--- src/pkg/uart_rx_pkg.sv ---
package uart_rx_pkg;

  // register port widths
  localparam int ADDR_W = 3;
  localparam int DATA_W = 8;

  // register offsets
  localparam logic [ADDR_W-1:0] OFS_CTRL_A = 3'h0;
  localparam logic [ADDR_W-1:0] OFS_CTRL_B = 3'h1;
  localparam logic [ADDR_W-1:0] OFS_CTRL_C = 3'h2;
  localparam logic [ADDR_W-1:0] OFS_DATA   = 3'h3;
  localparam logic [ADDR_W-1:0] OFS_BAUD   = 3'h4;

  // serial_ctrl_status_a bit positions
  localparam int A_RXC = 7;
  localparam int A_FE  = 4;
  localparam int A_DOR = 3;
  localparam int A_UPE = 2;

  // serial_ctrl_status_b bit positions
  localparam int B_RXCIE = 7;
  localparam int B_RXEN  = 4;
  localparam int B_SIZE2 = 2;
  localparam int B_RXB8  = 1;
  localparam int B_TXB8  = 0;

  // serial_ctrl_status_c bit positions
  localparam int C_PEN   = 5;
  localparam int C_PODD  = 4;
  localparam int C_STOP  = 3;
  localparam int C_SIZE1 = 2;
  localparam int C_SIZE0 = 1;

  // software-writable bits and reset values
  localparam logic [DATA_W-1:0] B_WMASK  = 8'h95;
  localparam logic [DATA_W-1:0] C_WMASK  = 8'h3e;
  localparam logic [DATA_W-1:0] B_RST    = 8'h00;
  localparam logic [DATA_W-1:0] C_RST    = 8'h06;
  localparam logic [DATA_W-1:0] BAUD_RST = 8'h00;

  // character size codes
  localparam logic [2:0] SIZE_NINE  = 3'h7;
  localparam logic [2:0] SIZE_FIVE  = 3'h0;
  localparam logic [2:0] SIZE_EIGHT = 3'h3;
  localparam logic [3:0] BITS_FIVE  = 4'h5;
  localparam logic [3:0] BITS_EIGHT = 4'h8;
  localparam logic [3:0] BITS_NINE  = 4'h9;

  // sampling: 16 ticks per bit, decision on tick 7
  localparam logic [3:0] PHASE_LAST = 4'hf;
  localparam logic [3:0] PHASE_MID  = 4'h7;

  // receive buffer depth
  localparam logic [1:0] FIFO_FULL = 2'h2;

  typedef enum logic [2:0] {
    ST_IDLE   = 3'b000,
    ST_START  = 3'b001,
    ST_DATA   = 3'b010,
    ST_PARITY = 3'b011,
    ST_STOP   = 3'b100,
    ST_WAIT   = 3'b101
  } rx_state_t;

  typedef struct packed {
    logic       ninth;
    logic [7:0] data;
    logic       fe;
    logic       dor;
    logic       upe;
  } rx_entry_t;

endpackage : uart_rx_pkg

--- src/core/uart_receive_buffer_flags.sv ---
module uart_receive_buffer_flags (
  input  wire logic                           CLK_SYS,
  input  wire logic                           RST,
  input  wire logic [uart_rx_pkg::ADDR_W-1:0] ADDR,
  input  wire logic [uart_rx_pkg::DATA_W-1:0] WDATA,
  input  wire logic                           WR,
  input  wire logic                           RD,
  input  wire logic                           SERIAL_RX_PIN,
  output logic      [uart_rx_pkg::DATA_W-1:0] RDATA,
  output logic                                RX_IRQ,
  output logic                                RX_PIN_OVERRIDE
);
  import uart_rx_pkg::*;

  typedef struct packed {
    logic [2:0]             sync;
    logic                   line;
    rx_state_t              st;
    logic [7:0]             div_cnt;
    logic [3:0]             phase;
    logic [3:0]             bitn;
    logic [8:0]             shift;
    logic                   par;
    logic                   fe;
    logic                   dor_pend;
    rx_entry_t [1:0]        fifo;
    logic                   head;
    logic [1:0]             count;
    logic [DATA_W-1:0]      ctl_b;
    logic [DATA_W-1:0]      ctl_c;
    logic [DATA_W-1:0]      baud;
    logic [DATA_W-1:0]      rdata;
    logic                   irq;
    logic                   ovr;
  } state_t;

  state_t q;
  state_t d;

  logic       rxen;
  logic       pen;
  logic [2:0] size;
  logic [3:0] nbits;
  logic       tick;
  logic       sample;
  logic       pop;
  logic       push;
  logic       has_room;
  logic       tail;
  rx_entry_t  head_e;
  rx_entry_t  new_e;

  // decoded settings and helpers
  always_comb begin
    rxen     = q.ctl_b[B_RXEN];
    pen      = q.ctl_c[C_PEN];
    size     = {q.ctl_b[B_SIZE2], q.ctl_c[C_SIZE1], q.ctl_c[C_SIZE0]};
    if (size == SIZE_NINE) begin
      nbits = BITS_NINE;
    end else if (size <= SIZE_EIGHT) begin
      nbits = BITS_FIVE + {1'b0, size};
    end else begin
      nbits = BITS_EIGHT;
    end
    tick     = rxen && (q.div_cnt == q.baud);
    sample   = tick && (q.phase == PHASE_MID);
    head_e   = q.fifo[q.head];
    tail     = q.head ^ q.count[0];
    has_room = (q.count != FIFO_FULL);
    pop      = RD && (ADDR == OFS_DATA) && (q.count != 2'h0);
    // entry carries char, stop bit, overrun and parity result
    new_e.ninth = q.shift[8];
    new_e.data  = q.shift[7:0];
    new_e.fe    = q.fe;
    new_e.dor   = q.dor_pend;
    new_e.upe   = pen && (^q.shift ^ q.par ^ q.ctl_c[C_PODD]);
  end

  // next-state logic
  always_comb begin
    d    = q;
    push = 1'b0;

    // three-stage pin sync, level accepted when stages two and three agree
    d.sync = {q.sync[1:0], SERIAL_RX_PIN};
    if (q.sync[1] == q.sync[2]) begin
      d.line = q.sync[2];
    end

    // tick divider and bit phase
    if (tick) begin
      d.div_cnt = 8'h00;
      d.phase   = (q.phase == PHASE_LAST) ? 4'h0 : q.phase + 4'h1;
    end else if (rxen) begin
      d.div_cnt = q.div_cnt + 8'h01;
    end

    // receive state machine
    case (q.st)
      ST_IDLE: begin
        if (!q.line) begin
          d.st      = ST_START;
          d.phase   = 4'h0;
          d.div_cnt = 8'h00;
        end
      end
      ST_START: begin
        if (sample) begin
          d.st    = q.line ? ST_IDLE : ST_DATA;
          d.bitn  = 4'h0;
          d.shift = 9'h000;
        end
      end
      ST_DATA: begin
        if (sample) begin
          d.shift[q.bitn] = q.line;
          d.bitn          = q.bitn + 4'h1;
          if (q.bitn == nbits - 4'h1) begin
            d.st = pen ? ST_PARITY : ST_STOP;
          end
        end
      end
      ST_PARITY: begin
        if (sample) begin
          d.par = q.line;
          d.st  = ST_STOP;
        end
      end
      ST_STOP: begin
        // only the first stop bit is looked at
        if (sample) begin
          d.fe = !q.line;
          d.st = ST_WAIT;
        end
      end
      ST_WAIT: begin
        if (has_room || pop) begin
          push       = 1'b1;
          d.dor_pend = 1'b0;
          d.st       = ST_IDLE;
        end else if (!q.line) begin
          // waiting frame lost to a new start
          d.dor_pend = 1'b1;
          d.st       = ST_START;
          d.phase    = 4'h0;
          d.div_cnt  = 8'h00;
        end
      end
      default: begin
        d.st = ST_IDLE;
      end
    endcase

    // buffer push and pop
    if (push) begin
      // tail is the free slot, also when a full buffer pops in the same cycle
      d.fifo[tail] = new_e;
    end
    if (pop) begin
      d.head = ~q.head;
    end
    d.count = q.count + {1'b0, push} - {1'b0, pop};

    // register writes; status a flags are not writable
    if (WR) begin
      case (ADDR)
        OFS_CTRL_B: d.ctl_b = (WDATA & B_WMASK) | (q.ctl_b & ~B_WMASK);
        OFS_CTRL_C: d.ctl_c = (WDATA & C_WMASK) | (q.ctl_c & ~C_WMASK);
        OFS_BAUD:   d.baud  = WDATA;
        default:    d.ctl_b = q.ctl_b;
      endcase
    end

    // disabled receiver: abandon frame and flush buffer
    if (!rxen) begin
      d.st       = ST_IDLE;
      d.count    = 2'h0;
      d.head     = 1'b0;
      d.dor_pend = 1'b0;
      d.div_cnt  = 8'h00;
      d.phase    = 4'h0;
    end

    // read data, valid only in the cycle after the strobe
    d.rdata = '0;
    if (RD) begin
      case (ADDR)
        OFS_CTRL_A: begin
          d.rdata[A_RXC] = (q.count != 2'h0);
          d.rdata[A_FE]  = (q.count != 2'h0) && head_e.fe;
          d.rdata[A_DOR] = (q.count != 2'h0) && head_e.dor;
          d.rdata[A_UPE] = (q.count != 2'h0) && head_e.upe && pen;
        end
        OFS_CTRL_B: begin
          d.rdata         = q.ctl_b;
          d.rdata[B_RXB8] = (q.count != 2'h0) && head_e.ninth;
        end
        OFS_CTRL_C: d.rdata = q.ctl_c;
        OFS_DATA:   d.rdata = (q.count != 2'h0) ? head_e.data : '0;
        OFS_BAUD:   d.rdata = q.baud;
        default:    d.rdata = '0;
      endcase
    end

    // interrupt from buffer content only, never from error flags
    d.irq = d.ctl_b[B_RXCIE] && (d.count != 2'h0);
    d.ovr = d.ctl_b[B_RXEN];
  end

  // state register
  always_ff @(posedge CLK_SYS or posedge RST) begin
    if (RST) begin
      q          <= '0;
      q.sync     <= 3'h7;
      q.line     <= 1'b1;
      q.st       <= ST_IDLE;
      q.ctl_b    <= B_RST;
      q.ctl_c    <= C_RST;
      q.baud     <= BAUD_RST;
    end else begin
      q <= d;
    end
  end

  // outputs straight from flops
  assign RDATA           = q.rdata;
  assign RX_IRQ          = q.irq;
  assign RX_PIN_OVERRIDE = q.ovr;

endmodule : uart_receive_buffer_flags

--- config.mk ---
export PLATFORM = sky130hd
export DESIGN_NAME = uart_receive_buffer_flags
export DESIGN_NICKNAME = d
export VERILOG_FILES = /design/src/pkg/uart_rx_pkg.sv /design/src/core/uart_receive_buffer_flags.sv
export SDC_FILE = /design/constraint.sdc
export NUM_CORES = 1
export LEC_CHECK = 0
export BUFFER_PORTS_ARGS = -buffer_cell sky130_fd_sc_hd__buf_2
export CAP_MARGIN = 20
export CORE_MARGIN = 3
export CORE_UTILIZATION = 25
export DETAILED_ROUTE_END_ITERATION = 10
export PLACE_DENSITY = 0.48
export SLEW_MARGIN = 10
export SYNTH_ARGS = -nofsm -noshare
export SYNTH_HDL_FRONTEND = slang
export SYNTH_SLANG_ARGS = --single-unit
--- constraint.sdc ---
create_clock -name CLK_SYS -period 3.6 [get_ports CLK_SYS]
set_input_delay 0.36 -clock CLK_SYS [delete_from_list [all_inputs] [get_ports CLK_SYS]]
set_output_delay 0.36 -clock CLK_SYS [all_outputs]
set_load 0.01 [all_outputs]
==> impl_metrics.env <==
export IMPL_status="complete, no violations"
export IMPL_core_sq_um=18100
export IMPL_fin_area_sq_um=5280
export IMPL_num_vias=3219
export IMPL_final_cell_mix="82 x dfrtp_1, 44 x nor2_1, 38 x mux2_2"
export IMPL_grt_usage=0.111
export IMPL_die_w_um=143
export IMPL_gp_congestion=0.777
export IMPL_cts_sinks=88
export IMPL_multi_input_area_sq_um=2240
export IMPL_max_freq_mhz=390
export IMPL_worst_path_buf_inv=1
export IMPL_crit_fanout=20
export IMPL_hold_class="input port to async pin"
export IMPL_cts_root_buf="clkbuf_16"
export IMPL_yosys_top_cells_area="dfrtp_1 44%, mux2_2 9.2%, xnor2_1 5.1%"
export IMPL_reg2regPathDepth=10
export IMPL_final_max_slew_violation_count=0
export IMPL_grt_pass1_wl_um=17500
export IMPL_ff2ff_setup_slack_ns=1.04
export IMPL_critPathLaunchType="register"
export IMPL_antenna_cells=0
export IMPL_ys_async_sr_fraction=1.00
export IMPL_rsz0062_at_grt="no"
export IMPL_cp_cell_sequence="nor2b_1 -> nand2_1 -> or2_2 -> ha_1 -> inv_1 -> ha_1 -> xor2_1 -> and2_1 -> nor3_1 -> o21a_1"
export IMPL_fin_crit_ns=2.56
export IMPL_r2r_end="RX_IRQ"
export IMPL_p_per_area_nw_per_um2=531
export IMPL_dieArea_sq_um=20400
export IMPL_drc=0
export IMPL_slowest_delay_ns=0.59
export IMPL_endpoint_kind="register"
export IMPL_fillCellCount=1902
export IMPL_syn_avg_cell_area_sq_um=10.6
export IMPL_routedWlPerCell_um=16.1
export IMPL_ioPinCount=26
export IMPL_clkTransAtPathRegs_ns=0.07
export IMPL_synthCells=439
export IMPL_ys_warn_count=0
export IMPL_area_growth_pct=13.0
export IMPL_cp_arrival_ns=2.85
export IMPL_fin_skew_ns=0.00757
export IMPL_setup_violations=0
export IMPL_cpMostUsedCell="ha_1"
export IMPL_grt_max_degree=39
export IMPL_synth_edf_count=0
export IMPL_cp_required_ns=3.89
export IMPL_crit_cells=10
export IMPL_firstDrtPassIters=4
export IMPL_cts_buffers=9
export IMPL_period_share=0.712
export IMPL_viasPerCell=4.71
export IMPL_cts_setup_buffers=0
export IMPL_crit_start="q[90]"
export IMPL_cts_resized=0
export IMPL_dpl_cell_area_sq_um=4940
export IMPL_drive_gt1_frac=0.227
export IMPL_ys_ff_latch=88
export IMPL_synth_top_cell_by_area="dfrtp_1"
export IMPL_antenna_found_initial=0
export IMPL_r2r_start="q[90]"
export IMPL_power_mw=2.80
export IMPL_yosysSeqAreaShare=0.473
export IMPL_hold_buffers=0
export IMPL_antenna_left=0
export IMPL_clock_latency_ns=0.35
export IMPL_ir_drop_v=0.000175
export IMPL_start_util=0.258
export IMPL_tightest_slew_ns=0.773
export IMPL_synth_nets=467
export IMPL_gr_total_overflow=0
export IMPL_finalHoldViolCount=0
export IMPL_crit_path_end="RX_IRQ"
export IMPL_cts_buffer_depth=2
export IMPL_regArea_sq_um=2210
export IMPL_synth_ff_type="dfrtp_1"
export IMPL_h_tree_depth=3
export IMPL_num_nets_final=477
export IMPL_dpl_hpwl_um=8110
export IMPL_cts_tree="yes"
export IMPL_crit_type="register to register"
export IMPL_rows=49
export IMPL_yosysTopAreaCellShare=0.439
export IMPL_drv_cap=0
export IMPL_port_buffers=25
export IMPL_tns_ns=0
export IMPL_layout_commonest_cell="dfrtp_1"
export IMPL_cpLargestDelayFamily="simple AND/OR/NAND/NOR gates"
export IMPL_synth_distinct_cells=56
export IMPL_die_y_um=143
export IMPL_grt_pass1_vias=3210
export IMPL_cp_slowest_cell="dfrtp_1"
export IMPL_first_iter_violations=157
export IMPL_post_route_util=0.291
export IMPL_maxSlewHeadroom=0.484
export IMPL_syn_cell_area_sq_um=4670
export IMPL_routed_wirelength_um=11000
export IMPL_p_leak_nw=2.26
cell families after synthesis:
group / synth area share
and+or+nand+nor: 0.154
DFF: 0.473
AOI/OAI and AO/OA: 0.0884
muxes: 0.137
buffers and inverters: 0.0487
xor gates and xnor gates: 0.0656
adders and majority gates: 0.0343
final cells by class:
class	instances	share of cell area
Clock inverter	5	0.0164
Inverter	14	0.0102
Sequential cell	88	0.418
Clock buffer	11	0.0479
Timing Repair Buffer	29	0.0294
Multi-Input combinational cell	307	0.423
Tap cell	229	0.0543
state kept, by name (all words and copies together) (netlist names):
signal,count
q,65
new_e,11
RDATA,8
d,2
RX_IRQ,1
pen,1
cell usage after synthesis (4+ instances only):
master and instances:
dfrtp_1 82, nor2_1 44, mux2_2 38, xnor2_1 27
nand2_1 23, mux2i_1 21, a21oi_1 19, inv_1 14
nor2b_1 13, buf_4 12, clkbuf_1 12, ha_1 12
nand3_1 11, o21ai_0 11, nor3_1 9, xor2_1 8
dfstp_2 6, a22oi_1 5, or2_2 5, o22a_1 4
o22ai_1 4
worst min-delay path by stage:
stage / startpoint / end / slack [ns] / cells past startpoint
2_1_floorplan: d[94] / d[95] / 0.35 / 0
3_3_place_gp: d[94] / d[95] / 0.35 / 0
3_5_place_dp: d[94] / d[95] / 0.35 / 0
4_1_cts: RST / q[87] / 0.04 / 2
5_1_grt: RST / q[87] / 0.06 / 2
6_report: RST / q[87] / 0.03 / 2
per-layer routing:
layer  up-vias  share of wire  GRT usage
met5         -              0          0
met4         0          0.011     0.0365
met3         9          0.043     0.0238
met2        59           0.48      0.176
met1      1611           0.47      0.151
li1       1540              -          -
power breakdown:
part | switching [mW] | total (mW) | internal, mW
Sequential | 0.155 | 1.23 | 1.07
Combinational | 0.279 | 0.514 | 0.235
Clock | 0.407 | 1.06 | 0.652
stage by stage:
| stage | hold slack (ns) | setup slack [ns] | instances |
|---|---|---|---|
| floorplan | 0.345 | 0.971 | 439 |
| global placement | 0.348 | 1.03 | 667 |
| detailed placement | 0.349 | 0.972 | 667 |
| CTS | 0.0426 | 1.05 | 683 |
| global route | 0.0586 | 0.837 | 683 |
| finish | 0.0267 | 1.04 | 683 |
Note: power is estimated with default switching activity, not from simulation.
